<file path="config.mk">
export PLATFORM = sky130hd
export DESIGN_NAME = dsa_core
export DESIGN_NICKNAME = d
export VERILOG_FILES = /design/src/hdl/dsa_pkg.sv /design/src/hdl/dsa_store_ctl.sv /design/src/hdl/dsa_core.sv
export SDC_FILE = /design/constraint.sdc
export NUM_CORES = 2
export LEC_CHECK = 0
export ABC_AREA = 1
export BUFFER_PORTS_ARGS = -buffer_cell sky130_fd_sc_hd__buf_2
export CAP_MARGIN = 20
export CORE_MARGIN = 8
export CORE_UTILIZATION = 29
export DETAILED_ROUTE_END_ITERATION = 10
export HOLD_SLACK_MARGIN = 0.15
export PLACE_DENSITY = 0.41
export REMOVE_ABC_BUFFERS = 1
export SETUP_SLACK_MARGIN = 0.1
export SLEW_MARGIN = 20
export SYNTH_ARGS = -nofsm -noshare
export SYNTH_HDL_FRONTEND = slang
export SYNTH_SLANG_ARGS = --single-unit
</file>
<file path="constraint.sdc">
create_clock -name clk_in -period 7.1 [get_ports clk_in]
set_input_delay 1.42 -clock clk_in [delete_from_list [all_inputs] [get_ports clk_in]]
set_output_delay 1.42 -clock clk_in [all_outputs]
set_load 0.005 [all_outputs]
</file>
<file path="src/hdl/dsa_pkg.sv">
// Package with constants, field positions, types and parity helpers of the DMA store access core
`default_nettype none
package dsa_pkg;
	localparam int NUM_DEV = 16;
	localparam int DEV_W = 4;
	localparam int DATA_W = 16;
	localparam int ADDR_W = 20;
	localparam int HIGH_W = 4;
	localparam int CMD_W = 8;
	localparam int ST_W = 8;
	// Host request register fields and the host write register state field
	localparam int RQ_UNIT_LO = 10;
	localparam int RQ_UNIT_W = 6;
	localparam int RQ_SUB_LO = 6;
	localparam int RQ_SUB_W = 4;
	localparam int RQ_MEM_BIT = 9;
	localparam int RQ_SEL_LO = 5;
	localparam int RQ_ADV_BIT = 4;
	localparam int RQ_DEV_LO = 0;
	localparam int HW_STATE_LO = 8;
	// Unit addresses on the request register; values are arbitrary
	localparam logic [5:0] UNIT_ADDR_DEF = 6'h2A;
	localparam logic [5:0] PCH_ADDR_DEF = 6'h15;
	// Sequencer state values
	localparam logic [7:0] ST_IDLE = 8'h00;
	localparam logic [7:0] ST_ACTIVE = 8'h55;
	localparam logic [7:0] ST_ALT = 8'hAA;
	localparam logic [7:0] ST_REQ = 8'h0F;
	localparam logic [7:0] ST_S1 = 8'h1E;
	localparam logic [7:0] ST_S2 = 8'h3C;
	localparam logic [7:0] ST_S3 = 8'h78;
	localparam logic [7:0] ST_LAST = 8'h87;
	// Two-out-of-four store commands
	localparam logic [3:0] CMD_READ = 4'h3;
	localparam logic [3:0] CMD_WRITE = 4'h5;
	typedef enum logic [3:0] {
		SEL_DTB = 4'h0,
		SEL_PAL = 4'h1,
		SEL_FAL = 4'h2,
		SEL_MDT = 4'h3,
		SEL_EDT = 4'h4,
		SEL_MSK = 4'h5,
		SEL_PAH = 4'h6,
		SEL_FAH = 4'h7,
		SEL_FLAG = 4'h8,
		SEL_STORE_COMMAND = 4'h9,
		SEL_STATE = 4'hA
	} dsa_sel_t;
	typedef struct packed {
		logic reset;
		logic clr_req;
		logic clr_state;
		logic set_req;
		logic load;
		logic step;
	} dsa_strobe_t;
	typedef struct packed {
		logic go;
		logic repeater_en;
		logic [19:0] address;
		logic [1:0] addr_par;
		logic [7:0] command;
		logic [15:0] data;
		logic [1:0] data_par;
		logic data_oe;
	} dsa_bus_t;
	typedef struct packed {
		logic store_error;
		logic data_parity;
		logic dtb_parity;
		logic counter;
		logic pa_gt_fa;
		logic fa_parity;
		logic pa_parity;
	} dsa_err_t;
	function automatic logic [3:0] dsa_odd_nib(input logic [15:0] v);
		logic [3:0] p;
		p = 4'h0;
		for (int i = 0; i < 4; i++) begin
			p[i] = ~^v[4*i +: 4];
		end
		return p;
	endfunction
	function automatic logic [1:0] dsa_odd_byte(input logic [15:0] v);
		return {~^v[15:8], ~^v[7:0]};
	endfunction
endpackage
`default_nettype wire

</file>
<file path="src/hdl/dsa_store_ctl.sv">
// Store bus seize, go and completion handshake flops
`default_nettype none
module dsa_store_ctl (
	input wire logic clk_in,
	input wire logic rst_n_in,
	input wire logic clear_in,
	input wire logic trigger_in,
	input wire logic bus_go_in,
	input wire logic complete_in,
	input wire logic error_c_in,
	output logic go_out,
	output logic seize_out,
	output logic data_ready_out,
	output logic data_load_out
);
	logic pending;
	logic ready_enable;
	logic release_enable;
	logic bus_idle;

	assign bus_idle = !go_out && !bus_go_in && !complete_in && !error_c_in;
	assign data_load_out = ready_enable && complete_in;

	always_ff @(posedge clk_in or negedge rst_n_in) begin
		if (!rst_n_in) begin
			pending <= 1'b0;
		end else if (clear_in) begin
			pending <= 1'b0;
		end else if (trigger_in) begin
			pending <= 1'b1;
		end else if (seize_out) begin
			pending <= 1'b0;
		end
	end

	always_ff @(posedge clk_in or negedge rst_n_in) begin
		if (!rst_n_in) begin
			data_ready_out <= 1'b0;
		end else if (clear_in || trigger_in) begin
			data_ready_out <= 1'b0;
		end else if (ready_enable && complete_in) begin
			data_ready_out <= 1'b1;
		end
	end

	always_ff @(posedge clk_in or negedge rst_n_in) begin
		if (!rst_n_in) begin
			seize_out <= 1'b0;
		end else if (clear_in) begin
			seize_out <= 1'b0;
		end else if (pending && bus_idle) begin
			seize_out <= 1'b1;
		end else if (release_enable && !complete_in) begin
			seize_out <= 1'b0;
		end
	end

	always_ff @(posedge clk_in or negedge rst_n_in) begin
		if (!rst_n_in) begin
			go_out <= 1'b0;
		end else if (clear_in || release_enable) begin
			go_out <= 1'b0;
		end else if (seize_out) begin
			go_out <= 1'b1;
		end
	end

	always_ff @(posedge clk_in or negedge rst_n_in) begin
		if (!rst_n_in) begin
			ready_enable <= 1'b0;
		end else if (clear_in || data_ready_out) begin
			ready_enable <= 1'b0;
		end else if (complete_in && go_out) begin
			ready_enable <= 1'b1;
		end
	end

	// Release holds off a new access until completion has dropped
	always_ff @(posedge clk_in or negedge rst_n_in) begin
		if (!rst_n_in) begin
			release_enable <= 1'b0;
		end else if (clear_in) begin
			release_enable <= 1'b0;
		end else if (ready_enable && complete_in) begin
			release_enable <= 1'b1;
		end else if (!complete_in) begin
			release_enable <= 1'b0;
		end
	end
endmodule
`default_nettype wire

</file>
<file path="src/hdl/dsa_core.sv">
// DMA store access core: per-device registers, sequencer, address monitor and store bus gating
// Functional notes
// - Store error during access sets internal error flags and aborts device communication
// - Store word read with bad parity is captured in the error word register
// - Trigger clears data ready; idle bus sets seize, seize sets go
// - Complete sets ready enable; ready and release follow; release drops go
// - Up to sixteen devices, private registers in RAMs indexed by device address
// - Buffer and address lows per device; memory data, error word, mask shared
// - Go low enables repeaters; go high isolates them and gates present address out
// - Memory data drives store bus when write is 0, loads when 1
// - High address registers hold bits 16 to 19 of 20-bit addresses
// - Store command register carries two-of-four commands onto the store bus
// - Present and final addresses carry four odd parity bits, checked
// - Buffer and memory data carry odd parity over each byte
// - Two store address parity bits: bits 0 to 7 and 8 to 19
// - Present address incremented by twenty-bit counter, written back with fresh parity
// - Counter output below its input reports a counter error
// - Present equal final ends transfer; present above final is error; final parity checked
// - Eight-bit rotating state loads from write bits 8-15, reads back likewise
// - Zero inactive, 01010101 active, alternates with 10101010, request loads 00001111
// - State holds on internal error, awaited response, or single step without strobe
// - Request register decodes unit, register select and device address fields
// - Direct load and read need no request; internal bus load needs acknowledged request
// - At each word transfer start, present above final sets an error bit
`default_nettype none
module dsa_core #(
	parameter logic [5:0] UNIT_ADDR = dsa_pkg::UNIT_ADDR_DEF,
	parameter logic [5:0] PCH_ADDR = dsa_pkg::PCH_ADDR_DEF,
	parameter int NUM_DEV = dsa_pkg::NUM_DEV
) (
	input wire logic clk_in,
	input wire logic rst_n_in,
	input wire logic [15:0] host_request_reg_in,
	input wire logic [15:0] host_write_reg_in,
	input wire dsa_pkg::dsa_strobe_t strobe_in,
	input wire logic store_access_enable_in,
	input wire logic single_step_mode_in,
	input wire logic sync_in,
	input wire logic bus_go_in,
	input wire logic store_complete_in,
	input wire logic store_error_c_in,
	input wire logic store_error_in,
	input wire logic [15:0] store_data_in,
	input wire logic [1:0] store_data_par_in,
	output logic [15:0] host_read_out,
	output dsa_pkg::dsa_bus_t bus_out,
	output dsa_pkg::dsa_err_t error_out,
	output logic end_of_transfer_out,
	output logic abort_out,
	output logic request_ack_out,
	output logic pch_request_out
);
	logic [15:0] data_buffer [NUM_DEV];
	logic [1:0] dtb_par [NUM_DEV];
	logic [15:0] present_address_low [NUM_DEV];
	logic [15:0] final_address_low [NUM_DEV];
	logic [3:0] pa_par [NUM_DEV];
	logic [3:0] fa_par [NUM_DEV];
	logic [3:0] present_address_high [NUM_DEV];
	logic [3:0] final_address_high [NUM_DEV];
	logic [3:0] flag_nibble [NUM_DEV];
	logic [15:0] memory_data;
	logic [1:0] mdt_par;
	logic [15:0] error_word;
	logic [15:0] mask_word;
	logic [7:0] store_command;
	logic [7:0] sequencer_state;
	logic req_pending;
	logic mem_seq;
	logic adv_seq;
	logic mem_busy;
	logic pch_wait;
	dsa_pkg::dsa_err_t err;
	dsa_pkg::dsa_err_t next_err;
	logic unit_sel;
	logic pch_sel;
	logic [3:0] dev;
	dsa_pkg::dsa_sel_t rsel;
	logic [19:0] present_address;
	logic [19:0] final_address;
	logic [19:0] next_address;
	logic host_wr;
	logic seq_wr;
	logic reg_wr;
	logic step_ok;
	logic awaiting;
	logic advance;
	logic accept;
	logic in_loop;
	logic memory_trigger;
	logic store_go;
	logic data_ready;
	logic data_load;
	logic store_write_level;
	logic mdt_load;
	logic mdt_bad;
	logic s3_step;
	logic read_move;
	logic seq_end;
	logic clr;

	assign unit_sel = host_request_reg_in[dsa_pkg::RQ_UNIT_LO +: dsa_pkg::RQ_UNIT_W] == UNIT_ADDR;
	assign pch_sel = host_request_reg_in[dsa_pkg::RQ_UNIT_LO +: dsa_pkg::RQ_UNIT_W] == PCH_ADDR;
	assign dev = host_request_reg_in[dsa_pkg::RQ_DEV_LO +: dsa_pkg::DEV_W];
	assign rsel = dsa_pkg::dsa_sel_t'(host_request_reg_in[dsa_pkg::RQ_SEL_LO +: 4]);
	assign clr = strobe_in.reset && unit_sel;

	assign present_address = {present_address_high[dev], present_address_low[dev]};
	assign final_address = {final_address_high[dev], final_address_low[dev]};
	assign next_address = present_address + 20'h00001;

	// Direct load needs no request; the internal bus load happens only inside an accepted sequence
	assign host_wr = strobe_in.load && unit_sel;
	assign seq_wr = advance && sequencer_state == dsa_pkg::ST_S1 && !mem_seq;
	assign reg_wr = host_wr || seq_wr;

	// Rotation is stalled, not gated clock; a held state keeps the sequence intact
	assign step_ok = !single_step_mode_in || (strobe_in.step && unit_sel);
	assign awaiting = (mem_busy && !data_ready) || pch_wait;
	assign advance = (err == '0) && !awaiting && step_ok;
	assign in_loop = sequencer_state == dsa_pkg::ST_ACTIVE || sequencer_state == dsa_pkg::ST_ALT;
	assign accept = advance && in_loop && req_pending;
	assign seq_end = advance && sequencer_state == dsa_pkg::ST_LAST;
	assign s3_step = advance && sequencer_state == dsa_pkg::ST_S3 && mem_seq;
	assign read_move = s3_step && store_write_level && !mdt_bad;

	// Store access is refused while the host keeps this unit off the bus
	assign memory_trigger = advance && sequencer_state == dsa_pkg::ST_S1 && mem_seq
		&& store_access_enable_in;

	// Write level low means a store write
	assign store_write_level = store_command[3:0] != dsa_pkg::CMD_WRITE;
	assign mdt_load = data_load && store_write_level;
	assign mdt_bad = dsa_pkg::dsa_odd_byte(memory_data) != mdt_par;

	dsa_store_ctl u_store_ctl (
		.clk_in(clk_in),
		.rst_n_in(rst_n_in),
		.clear_in(clr),
		.trigger_in(memory_trigger),
		.bus_go_in(bus_go_in),
		.complete_in(store_complete_in),
		.error_c_in(store_error_c_in),
		.go_out(store_go),
		.seize_out(),
		.data_ready_out(data_ready),
		.data_load_out(data_load)
	);

	always_ff @(posedge clk_in or negedge rst_n_in) begin
		if (!rst_n_in) begin
			sequencer_state <= dsa_pkg::ST_IDLE;
		end else if (clr || (strobe_in.clr_state && unit_sel)) begin
			sequencer_state <= dsa_pkg::ST_IDLE;
		end else if (host_wr && rsel == dsa_pkg::SEL_STATE) begin
			sequencer_state <= host_write_reg_in[dsa_pkg::HW_STATE_LO +: dsa_pkg::ST_W];
		end else if (accept) begin
			sequencer_state <= dsa_pkg::ST_REQ;
		end else if (seq_end) begin
			sequencer_state <= dsa_pkg::ST_ACTIVE;
		end else if (advance) begin
			sequencer_state <= {sequencer_state[6:0], sequencer_state[7]};
		end
	end

	always_ff @(posedge clk_in or negedge rst_n_in) begin
		if (!rst_n_in) begin
			req_pending <= 1'b0;
		end else if (strobe_in.set_req && unit_sel) begin
			req_pending <= 1'b1;
		end else if (clr || (strobe_in.clr_req && unit_sel) || seq_end) begin
			req_pending <= 1'b0;
		end
	end

	always_ff @(posedge clk_in or negedge rst_n_in) begin
		if (!rst_n_in) begin
			mem_seq <= 1'b0;
			adv_seq <= 1'b0;
		end else if (accept) begin
			mem_seq <= host_request_reg_in[dsa_pkg::RQ_MEM_BIT];
			adv_seq <= host_request_reg_in[dsa_pkg::RQ_ADV_BIT];
		end
	end

	always_ff @(posedge clk_in or negedge rst_n_in) begin
		if (!rst_n_in) begin
			mem_busy <= 1'b0;
		end else if (memory_trigger) begin
			mem_busy <= 1'b1;
		end else if (clr || data_ready || err.store_error) begin
			mem_busy <= 1'b0;
		end
	end

	always_ff @(posedge clk_in or negedge rst_n_in) begin
		if (!rst_n_in) begin
			pch_wait <= 1'b0;
			pch_request_out <= 1'b0;
		end else begin
			pch_request_out <= strobe_in.set_req && pch_sel;
			if (strobe_in.set_req && pch_sel) begin
				pch_wait <= 1'b1;
			end else if (clr || sync_in) begin
				pch_wait <= 1'b0;
			end
		end
	end

	always_ff @(posedge clk_in or negedge rst_n_in) begin
		if (!rst_n_in) begin
			request_ack_out <= 1'b0;
			end_of_transfer_out <= 1'b0;
		end else begin
			request_ack_out <= accept;
			end_of_transfer_out <= present_address == final_address;
		end
	end

	// Per-device RAMs, one word per device address
	always_ff @(posedge clk_in or negedge rst_n_in) begin
		if (!rst_n_in) begin
			for (int i = 0; i < NUM_DEV; i++) begin
				data_buffer[i] <= 16'h0000;
				dtb_par[i] <= 2'h3;
				present_address_low[i] <= 16'h0000;
				final_address_low[i] <= 16'h0000;
				pa_par[i] <= 4'hF;
				fa_par[i] <= 4'hF;
				present_address_high[i] <= 4'h0;
				final_address_high[i] <= 4'h0;
				flag_nibble[i] <= 4'h0;
			end
		end else begin
			if (reg_wr) begin
				case (rsel)
					dsa_pkg::SEL_DTB: begin
						data_buffer[dev] <= host_write_reg_in;
						dtb_par[dev] <= dsa_pkg::dsa_odd_byte(host_write_reg_in);
					end
					dsa_pkg::SEL_PAL: begin
						present_address_low[dev] <= host_write_reg_in;
						pa_par[dev] <= dsa_pkg::dsa_odd_nib(host_write_reg_in);
					end
					dsa_pkg::SEL_FAL: begin
						final_address_low[dev] <= host_write_reg_in;
						fa_par[dev] <= dsa_pkg::dsa_odd_nib(host_write_reg_in);
					end
					dsa_pkg::SEL_PAH: present_address_high[dev] <= host_write_reg_in[3:0];
					dsa_pkg::SEL_FAH: final_address_high[dev] <= host_write_reg_in[3:0];
					dsa_pkg::SEL_FLAG: flag_nibble[dev] <= host_write_reg_in[3:0];
					default: begin
					end
				endcase
			end
			if (read_move) begin
				data_buffer[dev] <= memory_data;
				dtb_par[dev] <= mdt_par;
			end
			if (s3_step && adv_seq) begin
				present_address_low[dev] <= next_address[15:0];
				present_address_high[dev] <= next_address[19:16];
				pa_par[dev] <= dsa_pkg::dsa_odd_nib(next_address[15:0]);
			end
		end
	end

	// Shared single-copy registers
	always_ff @(posedge clk_in or negedge rst_n_in) begin
		if (!rst_n_in) begin
			memory_data <= 16'h0000;
			mdt_par <= 2'h3;
		end else if (mdt_load) begin
			memory_data <= store_data_in;
			mdt_par <= store_data_par_in;
		end else if (advance && sequencer_state == dsa_pkg::ST_REQ && mem_seq && !store_write_level) begin
			memory_data <= data_buffer[dev];
			mdt_par <= dtb_par[dev];
		end else if (reg_wr && rsel == dsa_pkg::SEL_MDT) begin
			memory_data <= host_write_reg_in;
			mdt_par <= dsa_pkg::dsa_odd_byte(host_write_reg_in);
		end
	end

	always_ff @(posedge clk_in or negedge rst_n_in) begin
		if (!rst_n_in) begin
			error_word <= 16'h0000;
		end else if (mdt_load && dsa_pkg::dsa_odd_byte(store_data_in) != store_data_par_in) begin
			error_word <= store_data_in;
		end
	end

	always_ff @(posedge clk_in or negedge rst_n_in) begin
		if (!rst_n_in) begin
			mask_word <= 16'h0000;
			store_command <= 8'h00;
		end else if (clr) begin
			mask_word <= 16'h0000;
		end else if (reg_wr && rsel == dsa_pkg::SEL_MSK) begin
			mask_word <= host_write_reg_in;
		end else if (reg_wr && rsel == dsa_pkg::SEL_STORE_COMMAND) begin
			store_command <= host_write_reg_in[7:0];
		end
	end

	// Sticky error flags; a detection in the clearing cycle still lands
	always_comb begin
		next_err = clr ? '0 : err;
		if (store_error_in && store_go) begin
			next_err.store_error = 1'b1;
		end
		if (mdt_load && dsa_pkg::dsa_odd_byte(store_data_in) != store_data_par_in) begin
			next_err.data_parity = 1'b1;
		end
		if (advance && sequencer_state == dsa_pkg::ST_REQ && mem_seq) begin
			if (dsa_pkg::dsa_odd_byte(data_buffer[dev]) != dtb_par[dev]) begin
				next_err.dtb_parity = 1'b1;
			end
			if (present_address > final_address) begin
				next_err.pa_gt_fa = 1'b1;
			end
			if (dsa_pkg::dsa_odd_nib(present_address_low[dev]) != pa_par[dev]) begin
				next_err.pa_parity = 1'b1;
			end
			if (dsa_pkg::dsa_odd_nib(final_address_low[dev]) != fa_par[dev]) begin
				next_err.fa_parity = 1'b1;
			end
		end
		if (s3_step && adv_seq && next_address < present_address) begin
			next_err.counter = 1'b1;
		end
	end

	always_ff @(posedge clk_in or negedge rst_n_in) begin
		if (!rst_n_in) begin
			err <= '0;
		end else begin
			err <= next_err;
		end
	end

	always_ff @(posedge clk_in or negedge rst_n_in) begin
		if (!rst_n_in) begin
			abort_out <= 1'b0;
		end else begin
			abort_out <= next_err.store_error && !err.store_error;
		end
	end

	assign error_out = err;

	// Direct read path back to the host read register
	always_ff @(posedge clk_in or negedge rst_n_in) begin
		if (!rst_n_in) begin
			host_read_out <= 16'h0000;
		end else begin
			case (rsel)
				dsa_pkg::SEL_DTB: host_read_out <= data_buffer[dev];
				dsa_pkg::SEL_PAL: host_read_out <= present_address_low[dev];
				dsa_pkg::SEL_FAL: host_read_out <= final_address_low[dev];
				dsa_pkg::SEL_MDT: host_read_out <= memory_data;
				dsa_pkg::SEL_EDT: host_read_out <= error_word;
				dsa_pkg::SEL_MSK: host_read_out <= mask_word;
				dsa_pkg::SEL_PAH: host_read_out <= {12'h000, present_address_high[dev]};
				dsa_pkg::SEL_FAH: host_read_out <= {12'h000, final_address_high[dev]};
				dsa_pkg::SEL_FLAG: host_read_out <= {12'h000, flag_nibble[dev]};
				dsa_pkg::SEL_STORE_COMMAND: host_read_out <= {8'h00, store_command};
				dsa_pkg::SEL_STATE: host_read_out <= {sequencer_state, 8'h00};
				default: host_read_out <= 16'h0000;
			endcase
		end
	end

	// Store bus gating: isolated repeaters carry this unit's address and command, and its data only on a store write
	always_comb begin
		bus_out = '0;
		bus_out.go = store_go;
		bus_out.repeater_en = !store_go;
		if (store_go) begin
			bus_out.address = present_address;
			bus_out.addr_par = {~^present_address[19:8], ~^present_address[7:0]};
			bus_out.command = store_command;
			bus_out.data_oe = !store_write_level;
		end
		if (bus_out.data_oe) begin
			bus_out.data = memory_data;
			bus_out.data_par = mdt_par;
		end
	end
endmodule
`default_nettype wire

</file>
==> metrics <==
area share of the largest cell type after synthesis 42.4%; DIE HEIGHT 481 um; worst r2r dst data_buffer[31]; crit end category output pin; fin. max-slew vios 0; Sw Share 30.8%; CP Data Required Time 5680 ps; syn avg cell area 8.05 sq um; clock-pin slew on the worst setup and hold paths 60 ps; layout cells sized above 1 12.2%; Layout fillers 22686; Tmin final 6320 ps; Starting Density 29.2%; leakage 0.0319 uW; die width 481 um; placed insts 10398; critical path class primary input to output pin; number of synthesized flops with an enable pin 0; number of I/O port buffers 142; Final Hold Fails 0; Post-CTS Hold Fix Bufs 0; Slew @ Worst Pin 1180 ps; status completed; CTS tree built; CORE AREA 0.215 sq mm; initial antenna violation count 22; Synth area leaders dfrtp_1 42%, nand2_1 13%, o21ai_0 8.4%, dfstp_2 6.8%, a22oi_1 5.3%; Sw Pwr 5450 uW; Peak VDD IR 0.000250 V; PwrDens 247 mW/mm^2; Routed WL 311 mm; Mapped Cells 7796; part of the power in registers 42.2%; H-Tree Depth 4; worst clock skew 38.0 ps; Post-Layout Cell Count 10691; Async S/R FF share, synth 100%; num rows 170; Final #Nets 7820; vias per std cell 5.55; Residual DRC 0; hold_sp final_address_low[84]; Yosys top cell by area dfrtp_1; RD Place Congestion 0.919; CP max FO 44; Die Area 0.231 sq mm; Via Count 59388; reg2reg setup slack 2030 ps; r2r startpoint error_out[3]; sequential-to-total area share from yosys stat 49.2%; Ys Warns 0; initial DRC count 6911; # Max-Cap Violations 0; post-layout util 33.2%; 1st-pass router iterations 7; post-DP HPWL 206 mm; fin crit share 89.0%; critical path arrival 4900 ps; Reg area 0.0308 sq mm; clock group share of total power 44.9%; Num CTS Buffers 152; multi-input logic area 0.0279 sq mm; number of global-route vias before repair 56808; later-pin clock latency in the skew report 820 ps; Hold Path Depth 2; Tot GR Track Use 26.0%; RSZ-0062 raised after global routing false; #FFs+latches synth 1224; first-pass GRT wire length 441 mm; Setup Fix Bufs, Post-CTS 0; io pins 143; Post-CTS Resized 0; combinational share of power 12.9%; area grow syn2layout 13.9%; Relative slew margins 21.2%; pin count of the biggest net entering global routing 146; grt total ovfl 0; WL per Instance 29.1 um; Worst Hold End final_address_low[84]; Syn Std Cell Area 0.0627 sq mm; Yosys cell types 65; Max Clock Freq 0.158 GHz; Reg2Reg Depth 14; CTS max path bufs 3; Primary FF master, synth dfrtp_1; HP Class register to register; type of origin of the critical path primary input; most numerous cell in the Yosys netlist nand2_1; final antenna-violating net count 0; clk root buf clkbuf_16; # setup viols final 0; Post-synth top cells 2156 x nand2_1, 1062 x dfrtp_1, 1051 x o21ai_0; Int Pwr 12200 uW; clock sinks 1224
==> how the worst max path moves through the flow <==
stage                            from  slack [ps]  cells after the start               end
5_1_grt        host_request_reg_in[0]         510                     16       bus_out[27]
3_5_place_dp   host_request_reg_in[0]         740                     18      error_out[2]
3_3_place_gp   host_request_reg_in[0]         690                     18      error_out[2]
4_1_cts        host_request_reg_in[0]         770                     16       bus_out[28]
6_report       host_request_reg_in[0]         780                     16       bus_out[28]
2_1_floorplan  host_request_reg_in[0]       -1410                     13  data_buffer[170]
==> placed cells by master, fill, tap and decap left out, drive strengths merged, types with 16 or more instances in the layout <==
cell type	count
nand2	2169
o21ai	1095
dfrtp	1062
nor2	687
a22oi	444
o22ai	419
buf	410
inv	304
clkbuf	251
a21oi	229
dfstp	162
o211ai	133
a31oi	91
nand3	81
xnor2	44
ha	39
nand4	38
xor2	36
clkinv	35
or2	23
nor3	16
==> flip-flops by register name, indices dropped and copies added (netlist names), 2 cells and up <==
signal                flops
mask_word                16
flag_nibble              64
host_read_out            16
memory_data              16
dtb_par                  32
present_address_high     64
present_address_low     256
error_word               16
store_command             8
error_out                 7
data_buffer             256
fa_par                   64
final_address_low       256
sequencer_state           8
pa_par                   64
final_address_high       64
mdt_par                   2
==> routing by layer <==
| metal | wire length [um] | vias to the layer above | track usage [%] |
|---|---|---|---|
| met5 | 57 | - | 0 |
| met4 | 15400 | 2 | 11.2 |
| met2 | 140000 | 2664 | 40.8 |
| met1 | 134000 | 29680 | 35.4 |
| met3 | 22200 | 529 | 4.49 |
| li1 | - | 26513 | - |
==> cells by family (layout without fill, tap and decap cells) <==
| family | count (synthesis) | in the layout | synth area share (%) |
|---|---|---|---|
| AND/OR/NAND/NOR | 3031 | 3031 | 19.1 |
| AO/OA/AOI/OAI | 2459 | 2459 | 23.3 |
| flip-flops | 1224 | 1224 | 49.2 |
| buffers and inverters | 960 | 1007 | 6.50 |
| XOR/XNOR | 80 | 80 | 1.12 |
| adder cells (fa/ha/maj) | 39 | 39 | 0.778 |
| multiplexers | 3 | 3 | 0.0539 |
| other | 0 | 10 | 0 |
==> per-stage QoR <==
stage	total power (uW)	setup slack (ps)	setup TNS (ps)	cell area (sq um)	hold slack (ps)
5_1_grt	18200	514	0	71400	499
2_1_floorplan	8210	-1410	-275730	59800	453
3_3_place_gp	9830	687	0	66400	466
4_1_cts	17800	766	0	71400	488
3_5_place_dp	9830	739	0	66400	473
6_report	17700	781	0	71400	483
==> layout make-up <==
class	count	area share, %
sequential	1224	43.2
multi-input combinational	5612	39.1
clock buffer	251	6.47
tap	2838	4.97
timing repair buffer	410	4.11
inverter	316	1.68
clock inverter	30	0.482
antenna	10	0.0350
==> power by group through the flow <==
stage	sequential (uW)	combinational [uW]	clock [uW]
detailed placement	7570	2260	0
global route	7460	2390	8330
CTS	7450	2260	8090
floorplan	7410	799	0
global placement	7570	2260	0
finish	7460	2290	7920
==> critical path, stage by stage <==
cell	delay (ps)
buf_4	200
inv_4	150
buf_12	230
buf_4	190
buf_4	190
nand2_1	70
a21oi_1	70
o21ai_0	370
nand2_1	90
nor2_1	380
inv_1	190
ha_1	320
xor2_1	220
o21ai_0	110
a21oi_1	440
buf_2	210
No activity file was read; power rests on OpenSTA's default activity.
